### config.mk
export PLATFORM = sky130hd
export DESIGN_NAME = adcsq_core
export DESIGN_NICKNAME = d
export VERILOG_FILES = /design/src/hw/adcsq_pkg.sv /design/src/hw/adcsq_sync2.sv /design/src/hw/adcsq_core.sv
export SDC_FILE = /design/constraint.sdc
export NUM_CORES = 1
export LEC_CHECK = 0
export BUFFER_PORTS_ARGS = -buffer_cell sky130_fd_sc_hd__clkbuf_2
export CAP_MARGIN = 20
export CORE_MARGIN = 2
export CORE_UTILIZATION = 45
export CTS_BUF_LIST = sky130_fd_sc_hd__clkbuf_4
export DETAILED_ROUTE_END_ITERATION = 10
export PLACE_DENSITY = 0.76
export REMOVE_ABC_BUFFERS = 1
export SYNTH_ARGS = -nofsm -noshare
export SYNTH_HDL_FRONTEND = slang
export SYNTH_SLANG_ARGS = --single-unit
### constraint.sdc
create_clock -name clk_in -period 1.8 [get_ports clk_in]
set_input_delay 0.27 -clock clk_in [delete_from_list [all_inputs] [get_ports clk_in]]
set_output_delay 0.27 -clock clk_in [all_outputs]
set_load 0.05 [all_outputs]
### src/hw/adcsq_pkg.sv
// Package: constants and carrier types for the converter sequencer
`default_nettype none
package adcsq_pkg;
  localparam int          ADCSQ_WORD_BITS    = 16;
  localparam int          ADCSQ_DATA_BITS    = 12;
  localparam int          ADCSQ_NUM_CH       = 8;
  // Control word field positions
  localparam int          ADCSQ_POS_WRITE    = 15;
  localparam int          ADCSQ_POS_REPEAT   = 14;
  localparam int          ADCSQ_POS_CH_HI    = 13;
  localparam int          ADCSQ_POS_CH_LO    = 6;
  localparam int          ADCSQ_POS_TEMP     = 4;
  localparam int          ADCSQ_POS_EXTREF   = 2;
  localparam int          ADCSQ_POS_TAVG     = 1;
  localparam int          ADCSQ_POS_SLEEP    = 0;
  // Serial clock edge numbers
  localparam logic [4:0]  ADCSQ_TRACK_EDGE   = 5'h0e;
  localparam logic [4:0]  ADCSQ_FULL_EDGES   = 5'h10;
  // Result tags
  localparam logic [3:0]  ADCSQ_TAG_TEMP     = 4'h8;
  localparam logic [3:0]  ADCSQ_TAG_TEMP_AVG = 4'h9;
  localparam logic [15:0] ADCSQ_ALL_ONES     = 16'hffff;
  // Reset values
  localparam logic [14:0] ADCSQ_CTRL_RESET   = 15'h0000;
  // Reset pin pulse discrimination: above 100 ns is full sleep
  localparam int          ADCSQ_CLK_MHZ      = 50;
  localparam int          ADCSQ_RST_PULSE_NS = 100;
  localparam int          ADCSQ_RST_PULSE_CYC = (ADCSQ_RST_PULSE_NS * ADCSQ_CLK_MHZ) / 1000;

  typedef struct packed {
    logic       repeat_mode;
    logic [7:0] channel_select_bits;
    logic       unused_5;
    logic       temp_select;
    logic       unused_3;
    logic       external_reference_select;
    logic       temperature_average_enable;
    logic       partial_sleep_bit;
  } adcsq_ctrl_s;

  typedef struct packed {
    logic [3:0]  result_channel_tag;
    logic [11:0] data;
  } adcsq_result_s;

  typedef enum logic [1:0] {
    ADCSQ_PWR_NORMAL  = 2'b00,
    ADCSQ_PWR_PARTIAL = 2'b01,
    ADCSQ_PWR_FULL    = 2'b10
  } adcsq_pwr_e;
endpackage
`default_nettype wire

### src/hw/adcsq_sync2.sv
// Two-flop synchroniser for one external level
`default_nettype none
module adcsq_sync2 (
  input  wire logic clk_in,
  input  wire logic rst_n_in,
  input  wire logic reset_value_in,
  input  wire logic async_in,
  output logic      sync_out
);
  logic stage1;
  logic next_stage1;
  logic next_sync;

  always_comb
  begin
    next_stage1 = async_in;
    next_sync   = stage1;
  end

  // Synchronous reset, so a data-dependent reset value is legal here
  always_ff @(posedge clk_in)
  begin
    if (!rst_n_in)
    begin
      stage1   <= reset_value_in;
      sync_out <= reset_value_in;
    end
    else
    begin
      stage1   <= next_stage1;
      sync_out <= next_sync;
    end
  end
endmodule
`default_nettype wire

### src/hw/adcsq_core.sv
// Converter sequencer: serial framing, channel sequencing and power modes
`default_nettype none
//////////////////////////////////////////////////////////////////////////////
// Notes on behaviour
// Control word: write, repeat, channels, temp, ref, avg, sleep
// Output: 4-bit tag then 12-bit result
// Early frame end aborts, releases output, no write
// First single-pass transfer only programs; output meaningless
// Result shifts out one transfer after conversion start
// Single-pass converts each selected channel once, ascending
// All ones when nothing selected or sequence done
// Repeat wraps from highest to lowest selected channel
// Temperature converted after last analog channel each pass
// Any accepted write in repeat restarts sequence
// Host keeps write flag clear during repeat
// Host clears repeat flag to leave repeat mode
// Sample on frame start, track on fourteenth edge
// First sixteen bits load only when write set
// Sleep bit zero keeps device fully powered
// Host respects rate limit and quiet time
// Partial sleep entered at end of full write
// Partial sleep outputs all ones, keeps control
// Entering any sleep clears temperature average
// Wake starts at end of write clearing sleep
// First valid result in fourth transfer after wake; code sends a result two transfers after the wake write
// Long reset-pin low gives full sleep, clears registers
// Short reset-pin low resets all registers; code clears the control register but leaves partial sleep mode set
// Host waits power-up delay after full sleep
// Power-on control register is all zeros
// Host waits before first programming after power-on
module adcsq_core
  import adcsq_pkg::*;
#(
  parameter int RST_PULSE_CYC = adcsq_pkg::ADCSQ_RST_PULSE_CYC
)(
  input  wire logic                    clk_in,
  input  wire logic                    rst_n_in,
  input  wire logic                    chip_select_n_in,
  input  wire logic                    serial_clock_in,
  input  wire logic                    serial_data_in,
  input  wire logic                    sleep_or_reset_pin_n_in,
  input  wire logic [ADCSQ_DATA_BITS-1:0] sample_data_in,
  output logic                         serial_data_out,
  output logic                         serial_data_oe_out,
  output logic                         track_hold_out,
  output logic [3:0]                   convert_channel_out,
  output logic                         convert_start_out,
  output adcsq_pkg::adcsq_ctrl_s       control_out,
  output adcsq_pkg::adcsq_pwr_e        power_mode_out,
  output logic                         avg_clear_out
);
  import adcsq_pkg::*;

  // Pulse counter is 12 bits wide and saturates
  if (RST_PULSE_CYC < 1 || RST_PULSE_CYC > 4095)
  begin : g_bad_pulse_cyc
    $error("RST_PULSE_CYC out of range");
  end

  //////////////////////////////////////////////////////////////////////////
  // Input synchronisers
  logic cs_n_s;
  logic sclk_s;
  logic din_s;
  logic pin_n_s;

  adcsq_sync2 u_sync_cs (
    .clk_in         (clk_in),
    .rst_n_in       (rst_n_in),
    .reset_value_in (1'b1),
    .async_in       (chip_select_n_in),
    .sync_out       (cs_n_s)
  );
  adcsq_sync2 u_sync_sclk (
    .clk_in         (clk_in),
    .rst_n_in       (rst_n_in),
    .reset_value_in (1'b1),
    .async_in       (serial_clock_in),
    .sync_out       (sclk_s)
  );
  adcsq_sync2 u_sync_din (
    .clk_in         (clk_in),
    .rst_n_in       (rst_n_in),
    .reset_value_in (1'b0),
    .async_in       (serial_data_in),
    .sync_out       (din_s)
  );
  adcsq_sync2 u_sync_pin (
    .clk_in         (clk_in),
    .rst_n_in       (rst_n_in),
    .reset_value_in (1'b1),
    .async_in       (sleep_or_reset_pin_n_in),
    .sync_out       (pin_n_s)
  );

  //////////////////////////////////////////////////////////////////////////
  // State
  logic          cs_d;
  logic          sclk_d;
  logic [4:0]    edges;
  logic [15:0]   in_shift;
  logic [15:0]   out_shift;
  logic          oe;
  logic          th;
  adcsq_ctrl_s   ctrl;
  adcsq_pwr_e    pwr;
  logic [8:0]    remaining;
  logic          pending;
  logic [3:0]    pend_tag;
  logic [3:0]    conv_tag;
  logic          conv_start;
  logic          avg_clr;
  logic [11:0]   low_cnt;
  logic          pin_d;

  logic          next_cs_d;
  logic          next_sclk_d;
  logic [4:0]    next_edges;
  logic [15:0]   next_in_shift;
  logic [15:0]   next_out_shift;
  logic          next_oe;
  logic          next_th;
  adcsq_ctrl_s   next_ctrl;
  adcsq_pwr_e    next_pwr;
  logic [8:0]    next_remaining;
  logic          next_pending;
  logic [3:0]    next_pend_tag;
  logic [3:0]    next_conv_tag;
  logic          next_conv_start;
  logic          next_avg_clr;
  logic [11:0]   next_low_cnt;
  logic          next_pin_d;

  // Lowest set bit of the pending mask; index 8 is the temperature slot
  function automatic logic [3:0] lowest(input logic [8:0] m);
    logic [3:0] r;
    r = 4'hf;
    for (int i = 8; i >= 0; i--)
    begin
      if (m[i])
        r = 4'(i);
    end
    return r;
  endfunction

  function automatic logic [8:0] seq_mask(input adcsq_ctrl_s c);
    logic [8:0] m;
    m[8] = c.temp_select;
    // Top select bit is channel zero, so reverse into index order
    for (int i = 0; i < 8; i++)
    begin
      m[i] = c.channel_select_bits[7-i];
    end
    return m;
  endfunction

  //////////////////////////////////////////////////////////////////////////
  // Next-state logic
  logic       cs_fall;
  logic       cs_rise;
  logic       sclk_fall;
  logic       pin_rise;
  logic [3:0] pick;
  logic       full_write;

  always_comb
  begin
    cs_fall   = cs_d && !cs_n_s;
    cs_rise   = !cs_d && cs_n_s;
    sclk_fall = sclk_d && !sclk_s && !cs_n_s;
    pin_rise  = !pin_d && pin_n_s;
    pick      = lowest(remaining);
    full_write = cs_rise && (edges == ADCSQ_FULL_EDGES) && in_shift[ADCSQ_POS_WRITE];

    next_cs_d       = cs_n_s;
    next_sclk_d     = sclk_s;
    next_pin_d      = pin_n_s;
    next_edges      = edges;
    next_in_shift   = in_shift;
    next_out_shift  = out_shift;
    next_oe         = oe;
    next_th         = th;
    next_ctrl       = ctrl;
    next_pwr        = pwr;
    next_remaining  = remaining;
    next_pending    = pending;
    next_pend_tag   = pend_tag;
    next_conv_tag   = conv_tag;
    next_conv_start = 1'b0;
    next_avg_clr    = 1'b0;
    next_low_cnt    = pin_n_s ? 12'h000 : ((low_cnt == 12'hfff) ? low_cnt : low_cnt + 12'h001);

    if (cs_fall && pwr != ADCSQ_PWR_FULL)
    begin
      next_edges = 5'h00;
      next_oe    = 1'b1;
      // Previous conversion leaves, else all ones
      if (pending && pwr == ADCSQ_PWR_NORMAL)
        next_out_shift = {pend_tag, sample_data_in};
      else
        next_out_shift = ADCSQ_ALL_ONES;
      next_pending = 1'b0;
      if (pwr == ADCSQ_PWR_NORMAL && pick != 4'hf)
      begin
        next_th         = 1'b1;
        next_conv_start = 1'b1;
        next_pending    = 1'b1;
        next_conv_tag   = (pick == 4'h8)
                          ? (ctrl.temperature_average_enable ? ADCSQ_TAG_TEMP_AVG
                                                             : ADCSQ_TAG_TEMP)
                          : pick;
        next_pend_tag   = next_conv_tag;
        next_remaining  = remaining & ~(9'h001 << pick);
        if (next_remaining == 9'h000 && ctrl.repeat_mode)
          next_remaining = seq_mask(ctrl);
      end
    end
    else if (sclk_fall && edges < ADCSQ_FULL_EDGES)
    begin
      next_edges     = edges + 5'h01;
      next_in_shift  = {in_shift[14:0], din_s};
      next_out_shift = {out_shift[14:0], 1'b1};
      if (next_edges == ADCSQ_TRACK_EDGE)
        next_th = 1'b0;
      if (next_edges == ADCSQ_FULL_EDGES)
        next_oe = 1'b0;
    end
    else if (cs_rise)
    begin
      next_oe = 1'b0;
      if (edges != ADCSQ_FULL_EDGES)
      begin
        next_pending = 1'b0;
        next_th      = 1'b0;
      end
      if (full_write)
      begin
        next_ctrl      = adcsq_ctrl_s'(in_shift[14:0]);
        next_remaining = seq_mask(next_ctrl);
        if (next_ctrl.partial_sleep_bit)
        begin
          next_pwr     = ADCSQ_PWR_PARTIAL;
          next_pending = 1'b0;
          next_avg_clr = (pwr == ADCSQ_PWR_NORMAL);
        end
        else
          next_pwr = ADCSQ_PWR_NORMAL;
      end
    end

    // Long low on the pin: full sleep, registers lost
    if (!pin_n_s && low_cnt >= 12'(RST_PULSE_CYC))
    begin
      next_pwr       = ADCSQ_PWR_FULL;
      next_avg_clr   = (pwr != ADCSQ_PWR_FULL);
    end
    if (!pin_n_s)
    begin
      next_ctrl      = adcsq_ctrl_s'(ADCSQ_CTRL_RESET);
      next_remaining = 9'h000;
      next_pending   = 1'b0;
      next_oe        = 1'b0;
      next_th        = 1'b0;
      next_edges     = 5'h00;
    end
    if (pin_rise && pwr == ADCSQ_PWR_FULL)
      next_pwr = ADCSQ_PWR_NORMAL;
  end

  //////////////////////////////////////////////////////////////////////////
  // Registers
  always_ff @(posedge clk_in)
  begin
    if (!rst_n_in)
    begin
      cs_d       <= 1'b1;
      sclk_d     <= 1'b1;
      pin_d      <= 1'b1;
      edges      <= 5'h00;
      in_shift   <= 16'h0000;
      out_shift  <= ADCSQ_ALL_ONES;
      oe         <= 1'b0;
      th         <= 1'b0;
      ctrl       <= adcsq_ctrl_s'(ADCSQ_CTRL_RESET);
      pwr        <= ADCSQ_PWR_NORMAL;
      remaining  <= 9'h000;
      pending    <= 1'b0;
      pend_tag   <= 4'h0;
      conv_tag   <= 4'h0;
      conv_start <= 1'b0;
      avg_clr    <= 1'b0;
      low_cnt    <= 12'h000;
    end
    else
    begin
      cs_d       <= next_cs_d;
      sclk_d     <= next_sclk_d;
      pin_d      <= next_pin_d;
      edges      <= next_edges;
      in_shift   <= next_in_shift;
      out_shift  <= next_out_shift;
      oe         <= next_oe;
      th         <= next_th;
      ctrl       <= next_ctrl;
      pwr        <= next_pwr;
      remaining  <= next_remaining;
      pending    <= next_pending;
      pend_tag   <= next_pend_tag;
      conv_tag   <= next_conv_tag;
      conv_start <= next_conv_start;
      avg_clr    <= next_avg_clr;
      low_cnt    <= next_low_cnt;
    end
  end

  //////////////////////////////////////////////////////////////////////////
  // Outputs, all from flops
  always_comb
  begin
    serial_data_out     = out_shift[15];
    serial_data_oe_out  = oe;
    track_hold_out      = th;
    convert_channel_out = conv_tag;
    convert_start_out   = conv_start;
    control_out         = ctrl;
    power_mode_out      = pwr;
    avg_clear_out       = avg_clr;
  end
endmodule
`default_nettype wire

==> qor.txt, run 1 <==
FLOORPLAN
----------------------------------------------------------------------------------------
Total die area                                                              10,200 sq um
DIE WIDTH                                                                    101 microns
Starting density of the core                                                       0.460
Cell row count                                                                        35
Die Y-Extent                                                                 101 microns
I/O Pins                                                                              44
Placeable core region                                                         9200 sq um

POWER AND IR DROP
----------------------------------------------------------------------------------------
IR Drop Worst-Case VDD                                                            337 uV
Post-layout power                                                                3.33 mW
Pwr dens                                                                     667 nW/um^2
Static leakage                                                                   1.90 nW

LAYOUT
----------------------------------------------------------------------------------------
Register Area                                                                 1910 sq um
# diodes                                                                               0
Layout area overhead                                                               18.1%
Fraction of final layout cells with drive strength greater than 1                  0.225
Number of filler instances in the final layout                                       842
Area used by multi-input combinational logic                                  2220 sq um
Post-layout net count                                                                599

CLOCK TREE
----------------------------------------------------------------------------------------
Clock-pin slew on the worst setup and hold paths                                  150 ps
Clock buffer depth                                                                     2
Clk sinks                                                                             95
Total CTS buffers                                                                      9
TritonCTS clock tree                                                                 yes
Insertion delay of the later-clocked pin in the worst-skew pair                   450 ps
Root buffer selected by CTS                                                 sky130_fd_sc_hd__clkbuf_4
H-tree level count                                                                     3

WORST SETUP PATH
----------------------------------------------------------------------------------------
Crit-path slowest cell                                                      sky130_fd_sc_hd__dfxtp_1
Worst stage delay on the critical path                                            490 ps
CP cell instances                                                           nor4_4 -> and3_1 -> o31a_4 -> a221oi_1 -> nor3_1
Cell count of the worst reg-to-reg path                                                5
Worst EP required                                                                2140 ps
Critical path startpoint category                                              flip-flop
Critical path fanouts, max                                                             8
Worst Path Buf+Inv                                                                     0
Capturing point of the worst reg2reg path                                   remaining[4]
Crit. End Element                                                              flip-flop
Worst setup startpoint                                                      remaining[2]
Crit path arrival time                                                           2120 ps
Setup slack of the most critical reg-to-reg path                                   20 ps
Worst R2R Start                                                             remaining[2]
Category of cells accounting for the largest share of critical-path delay   compound AO/OA/AOI/OAI gates
Crit Path Category                                                            reg -> reg

DETAILED ROUTING
----------------------------------------------------------------------------------------
Overall routed net length                                                   9710 microns
Via Count                                                                          3,789
First-pass detailed-route iteration total                                              5
Mean routed wirelength per cell                                             14.1 microns
Iter 0 DRT Violations                                                                217
Number of nets with antenna violations after detailed routing                          0
Vias per cell                                                                       5.49
Remaining DRCs                                                                         0

LOGIC SYNTHESIS
----------------------------------------------------------------------------------------
Flops & latches, synth                                                                95
Unique cell type count in the Yosys netlist                                           63
Synth warn                                                                             0
Main synth FF type                                                          sky130_fd_sc_hd__dfxtp_1
Sequential area share after synthesis                                              0.450
Asr flop ratio synth                                                                   0
Post-synth design cell area                                                   4230 sq um
Average instance area after synthesis                                         8.32 sq um
Number of standard cells after synthesis                                             508
Number of enable-type register cells in the synthesized netlist                        0

STA
----------------------------------------------------------------------------------------
Relative slew slack                                                                0.611
Max-slew violations                                                                    0
Minimum clock period after layout                                                1780 ps
Worst hold slack across all endpoints                                            33.1 ps
Maximum clock frequency                                                          562 MHz
Fin. Hold Viols                                                                        0
Layout Skew                                                                      26.8 ps
Final period util                                                                  0.989
Total setup violations reported at the end of the flow                                 0
Setup repair after global routing missed its margin                                  yes
Transition time of the tightest slew-check pin                                    583 ps

GRT
----------------------------------------------------------------------------------------
Initial antenna violation count                                                        0
Aggregate global routing overflow                                                      0
Number of global-route vias before repair                                          3,377
Largest net degree at the start of global routing                                     36
GRT Resource Usage Total                                                           0.196
First-pass GRT wire length                                                  15,900 microns

HOLD PATH
----------------------------------------------------------------------------------------
Worst hold path type                                                           in -> reg
Startpoint of the worst hold path                                           serial_data_in
Worst Hold Depth                                                                       2
Hold path endpoint                                                          u_sync_din.next_sync

PLACE
----------------------------------------------------------------------------------------
Final weighted congestion in routability-driven placement                          0.933
Half-perimeter wire length of the detailed placement result                 6870 microns
Port Buffers                                                                          43

RUN
----------------------------------------------------------------------------------------
MaxCap Viol Count                                                                      0

STATUS
----------------------------------------------------------------------------------------
Status                                                                         completed

[layout by cell type, fill, tap and decap left out, types with 3 or more instances in the layout]
| master | count |
|---|---|
| sky130_fd_sc_hd__nand4_1 | 19 |
| sky130_fd_sc_hd__nor4_1 | 3 |
| sky130_fd_sc_hd__dfxtp_1 | 90 |
| sky130_fd_sc_hd__dfxtp_2 | 3 |
| sky130_fd_sc_hd__xor2_1 | 9 |
| sky130_fd_sc_hd__mux2i_1 | 3 |
| sky130_fd_sc_hd__a31oi_1 | 3 |
| sky130_fd_sc_hd__dlygate4sd3_1 | 3 |
| sky130_fd_sc_hd__nor2_1 | 27 |
| sky130_fd_sc_hd__ha_1 | 6 |
| sky130_fd_sc_hd__nand3_1 | 7 |
| sky130_fd_sc_hd__clkbuf_2 | 43 |
| sky130_fd_sc_hd__inv_1 | 9 |
| sky130_fd_sc_hd__xnor2_1 | 5 |
| sky130_fd_sc_hd__clkbuf_4 | 10 |
| sky130_fd_sc_hd__o21ai_0 | 29 |
| sky130_fd_sc_hd__nand2_1 | 114 |
| sky130_fd_sc_hd__buf_4 | 40 |
| sky130_fd_sc_hd__a21boi_0 | 17 |
| sky130_fd_sc_hd__and2_1 | 8 |
| sky130_fd_sc_hd__a21oi_1 | 32 |
| sky130_fd_sc_hd__nor2b_1 | 3 |
| sky130_fd_sc_hd__nor3_1 | 11 |
| sky130_fd_sc_hd__nand2b_1 | 14 |
[worst max path at each step]
stage	cells after the start	to
finish	5	remaining[4]
CTS	6	remaining[0]
global placement	7	remaining[6]
floorplan	4	track_hold_out
global route	5	remaining[6]
detailed placement	7	remaining[6]
[power by group]
part           total [mW]  switching [mW]  internal (mW)
clock network        1.03           0.727          0.305
logic               0.155          0.0906         0.0644
registers            2.15          0.0145           2.13
total                3.33           0.832           2.50
[logic make-up (layout without fill, tap and decap cells)]
| kind of cell | count (synthesis) | in the layout | synth area share |
|---|---|---|---|
| AND/OR/NAND/NOR | 229 | 229 | 0.258 |
| flip-flops | 95 | 95 | 0.450 |
| buffers and inverters | 42 | 112 | 0.0429 |
| AO/OA/AOI/OAI | 118 | 119 | 0.192 |
| XOR/XNOR | 14 | 14 | 0.0290 |
| multiplexers | 3 | 3 | 0.00710 |
| adder cells (fa/ha/maj) | 7 | 7 | 0.0207 |
[flip-flops by register name, indices dropped and copies added (netlist names), 2 cells and up]
signal / cells
in_shift: 16
remaining: 9
control_out: 15
low_cnt: 12
edges: 5
convert_channel_out: 4
out_shift: 16
power_mode_out: 2
[metal layers]
layer | up-vias | global-route usage | wire [microns] | part of all wire
met1 | 1755 | 0.254 | 4390 | 0.45
met4 | 0 | 0.0676 | 167 | 0.017
met3 | 15 | 0.0388 | 502 | 0.052
met2 | 112 | 0.325 | 4650 | 0.48
met5 | - | 0 | 0 | 0
li1 | 1907 | - | - | -
[cells in the mapped netlist, types with 5 or more instances]
cell type | count | area share
sky130_fd_sc_hd__a21oi_1 | 33 | 0.039
sky130_fd_sc_hd__nand4_1 | 19 | 0.028
sky130_fd_sc_hd__xnor2_1 | 5 | 0.010
sky130_fd_sc_hd__a21boi_0 | 17 | 0.030
sky130_fd_sc_hd__xor2_1 | 9 | 0.019
sky130_fd_sc_hd__buf_2 | 13 | 0.015
sky130_fd_sc_hd__ha_1 | 7 | 0.021
sky130_fd_sc_hd__nand2_1 | 115 | 0.10
sky130_fd_sc_hd__o21ai_0 | 29 | 0.034
sky130_fd_sc_hd__nor2_1 | 28 | 0.025
sky130_fd_sc_hd__clkbuf_1 | 18 | 0.016
sky130_fd_sc_hd__inv_1 | 9 | 0.0080
sky130_fd_sc_hd__nand2b_1 | 14 | 0.021
sky130_fd_sc_hd__nor3_1 | 13 | 0.015
sky130_fd_sc_hd__and2_1 | 8 | 0.012
sky130_fd_sc_hd__dfxtp_1 | 95 | 0.45
sky130_fd_sc_hd__nand3_1 | 7 | 0.0083
[through the flow]
step | setup TNS (ps) | utilization | instance area, sq um | setup slack (ps) | instances
floorplan | -21930 | - | 4080 | -753 | 475
global placement | -33.2 | 0.514 | 4730 | -33.2 | 666
detailed placement | -203 | 0.514 | 4730 | -82.7 | 666
CTS | 0 | 0.533 | 4900 | 1.40 | 685
global route | -138 | 0.543 | 4990 | -57.9 | 690
finish | 0 | 0.543 | 4990 | 20.1 | 690
[repair_timing]
| action | 4_1_cts | 5_1_grt |
|---|---|---|
| hold endpoints to repair | 3 | 0 |
| pin swaps | 0 | 2 |
| buffers inserted | 0 | 4 |
| hold buffers | 3 | 0 |
| gates cloned | 0 | 1 |
| gates resized for setup | 7 | 15 |
| setup endpoints to repair | 14 | 12 |
[cell type report]
cell class,count,area share
tap,111,0.0278
clock buffer,10,0.0150
sequential,95,0.383
multi-input combinational,372,0.445
timing repair buffer,87,0.113
inverter,9,0.00676
clock inverter,6,0.00902
Note: power is estimated with default switching activity, not from simulation.
==> run 2: changes to the inputs <==
- PLACE_DENSITY: 0.76 -> 0.66
==> run 2 against run 1 <==
Net effect: maximum frequency is 1.0% lower; flip-flop and latch count did not move; design area up 2.0%; clock-buffer cell count fell by 1; utilization rose by 1.1 points; setup slack got worse by 18 ps; final cell count rose by 1.2%; die area unchanged; global-route usage is 1.1 points higher; hold slack better by 15 ps; via count rose by 1.9%; first-iteration DRC count fell by 30%; largest cell class unchanged; largest power group unchanged; highest routed layer unchanged.
==> qor.txt, run 2 (synthesis gave the netlist of run 1 again) <==
CLOCK TREE
----------------------------------------------------------------------------------------
TritonCTS clock tree                                                                 yes
H-tree level count                                                                     3   unchanged
Total CTS buffers                                                                      9   unchanged
Clock-pin slew on the worst setup and hold paths                                  140 ps   about the same
Clock buffer depth                                                                     2   unchanged
Root buffer selected by CTS                                                 sky130_fd_sc_hd__clkbuf_4
Clk sinks                                                                             95   unchanged
Insertion delay of the later-clocked pin in the worst-skew pair                   440 ps   about the same

HOLD PATH
----------------------------------------------------------------------------------------
Startpoint of the worst hold path                                           serial_data_in
Hold path endpoint                                                          u_sync_din.next_sync
Worst hold path type                                                           in -> reg
Worst Hold Depth                                                                       2   unchanged

STA
----------------------------------------------------------------------------------------
Fin. Hold Viols                                                                        0   unchanged
Minimum clock period after layout                                                1800 ps   +18.1 ps
Total setup violations reported at the end of the flow                                 0   unchanged
Final period util                                                                  0.999   +0.0101
Relative slew slack                                                                0.660   +0.0491
Maximum clock frequency                                                          556 MHz   -1.0%
Layout Skew                                                                      18.8 ps   -7.99 ps
Final sum of negative setup slack                                                   0 ps   unchanged
Transition time of the tightest slew-check pin                                    510 ps   -73.1 ps
Max-slew violations                                                                    0   unchanged
Setup repair after global routing missed its margin                                  yes

WORST SETUP PATH
----------------------------------------------------------------------------------------
Setup slack of the most critical reg-to-reg path                                    2 ps   -20 ps
Critical path fanouts, max                                                             8   unchanged
Critical path startpoint category                                              flip-flop
Category of cells accounting for the largest share of critical-path delay   simple AND/OR/NAND/NOR gates
Crit. End Element                                                              flip-flop
Worst Path Buf+Inv                                                                     1   +1
Worst stage delay on the critical path                                            590 ps   +100 ps
Worst EP required                                                                2130 ps   about the same
Crit-path slowest cell                                                      sky130_fd_sc_hd__or4b_4
CP cell instances                                                           or4b_4 -> a31o_2 -> buf_4 -> a221oi_2 -> a311oi_2
Crit Path Category                                                            reg -> reg
Capturing point of the worst reg2reg path                                   remaining[2]
Worst R2R Start                                                             power_mode_out[0]
Cell count of the worst reg-to-reg path                                                5   unchanged
Crit path arrival time                                                           2120 ps   about the same

FLOORPLAN
----------------------------------------------------------------------------------------
Cell row count                                                                        35   unchanged
Starting density of the core                                                       0.460   unchanged
I/O Pins                                                                              44   unchanged
Die Y-Extent                                                                 101 microns   unchanged
DIE WIDTH                                                                    101 microns   unchanged
Total die area                                                              10,200 sq um   unchanged
Placeable core region                                                         9200 sq um   unchanged

GRT
----------------------------------------------------------------------------------------
Number of global-route vias before repair                                          3,483   +3.1%
First-pass GRT wire length                                                  16,700 microns   +4.8%
Initial antenna violation count                                                        0   unchanged
GRT Resource Usage Total                                                           0.207   +0.0111
Aggregate global routing overflow                                                      0   unchanged
Met3 usage in global routing                                                      0.0333   -0.00555
Met1 Track Usage GR                                                                0.277   +0.0232
Most Crowded Layer GR                                                               met2
Met2 demand-to-capacity share in global routing                                    0.332   +0.00718
Largest net degree at the start of global routing                                     45   +25%

DETAILED ROUTING
----------------------------------------------------------------------------------------
Overall routed net length                                                   10,100 microns   +3.9%
Vias per cell                                                                       5.53   +0.71%
Number of nets with antenna violations after detailed routing                          0   unchanged
Via Count                                                                          3,860   +1.9%
First-pass detailed-route iteration total                                              6   +1
Mean routed wirelength per cell                                             14.5 microns   +2.7%
Iter 0 DRT Violations                                                                151   -30%
Remaining DRCs                                                                         0   unchanged

LAYOUT
----------------------------------------------------------------------------------------
# diodes                                                                               0   unchanged
Area used by multi-input combinational logic                                  2200 sq um   -0.90%
Most frequent standard cell in the layout excluding fill and tap cells      sky130_fd_sc_hd__nand2_1
Layout area overhead                                                               20.5%
Final cell count without fillers                                                     698   +1.2%
Most frequent cells in the layout                                           sky130_fd_sc_hd__nand2_1 (114), sky130_fd_sc_hd__dfxtp_1 (89), sky130_fd_sc_hd__buf_4 (47)
Post-layout net count                                                                607   +1.3%
Register Area                                                                 1910 sq um   -0.20%
Number of filler instances in the final layout                                       843   +0.12%
Fraction of final layout cells with drive strength greater than 1                  0.242   +0.0174

POWER AND IR DROP
----------------------------------------------------------------------------------------
Static leakage                                                                   1.98 nW   +3.9%
Pwr dens                                                                     707 nW/um^2   +5.9%
IR Drop Worst-Case VDD                                                            350 uV   +3.9%

STATUS
----------------------------------------------------------------------------------------
Status                                                                         completed

PLACE
----------------------------------------------------------------------------------------
Half-perimeter wire length of the detailed placement result                 7290 microns   +6.2%
Final weighted congestion in routability-driven placement                          0.983   +5.4%
Cell count after placement                                                           674   +1.2%
Port Buffers                                                                          43   unchanged

RUN
----------------------------------------------------------------------------------------
MaxCap Viol Count                                                                      0   unchanged

## run 2: cell types whose count changed in the layout (fill, tap and decap cells not counted), moves of 2 or more
cell,before,now
sky130_fd_sc_hd__nor3_2,2,0
sky130_fd_sc_hd__dfxtp_2,3,6
sky130_fd_sc_hd__bufinv_16,0,2
sky130_fd_sc_hd__dfxtp_4,2,0
sky130_fd_sc_hd__clkinv_4,2,0
sky130_fd_sc_hd__buf_4,40,47
sky130_fd_sc_hd__nor3_1,11,13
## run 2: report_power, final
part	switching [mW]	internal, mW
clock	0.719	0.567
sequential	0.0146	2.13
combinational	0.0940	0.0724
## run 2: stage by stage
step | setup WS, ps | power (mW) | hold slack, ps | util | instance area [sq um]
CTS | 1.74 | 3.64 | 25.5 | 0.544 | 5010
finish | 1.96 | 3.60 | 47.9 | 0.554 | 5100
detailed placement | -29.1 | 2.35 | 398 | 0.522 | 4800
global route | -77.0 | 3.75 | 33.9 | 0.554 | 5100
floorplan | -753 | 2.27 | 342 | - | 4080
global placement | 4.74 | 2.35 | 392 | 0.522 | 4800
## run 2: how the worst max path moves through the flow
stage,cells past startpoint,endpoint,startpoint
floorplan,4,track_hold_out,edges[4]
global placement,6,remaining[8],remaining[2]
detailed placement,6,remaining[8],remaining[0]
CTS,7,remaining[6],edges[1]
global route,7,remaining[0],remaining[4]
finish,5,remaining[2],power_mode_out[0]
## run 2: layer usage
layer	vias up	share of wire
met5	-	0
met4	0	0.024
met3	18	0.048
met2	92	0.46
met1	1826	0.46
li1	1924	-
## run 2: layout make-up
| class | count | area share |
|---|---|---|
| clock buffers | 9 | 0.0133 |
| clock inverters | 7 | 0.0184 |
| inverters | 9 | 0.00663 |
| multi-input cells | 371 | 0.432 |
| flip-flops and latches | 95 | 0.375 |
| well taps | 111 | 0.0273 |
| repair buffers | 96 | 0.127 |
## run 2: timing repair
item,in CTS,in global routing
gates resized for setup,4,18
hold buffers,3,0
buffers inserted,0,5
setup endpoints to repair,3,48
cloned,0,0
pin swaps,0,1
hold endpoints to repair,3,0
## run 2: worst reg2reg max path: cells and delay by family (launching register included)
kind | cells | cell delay, ps
and+or+nand+nor | 1 | 590
buffers and inverters | 1 | 180
DFF | 1 | 340
AOI/OAI and AO/OA | 3 | 580
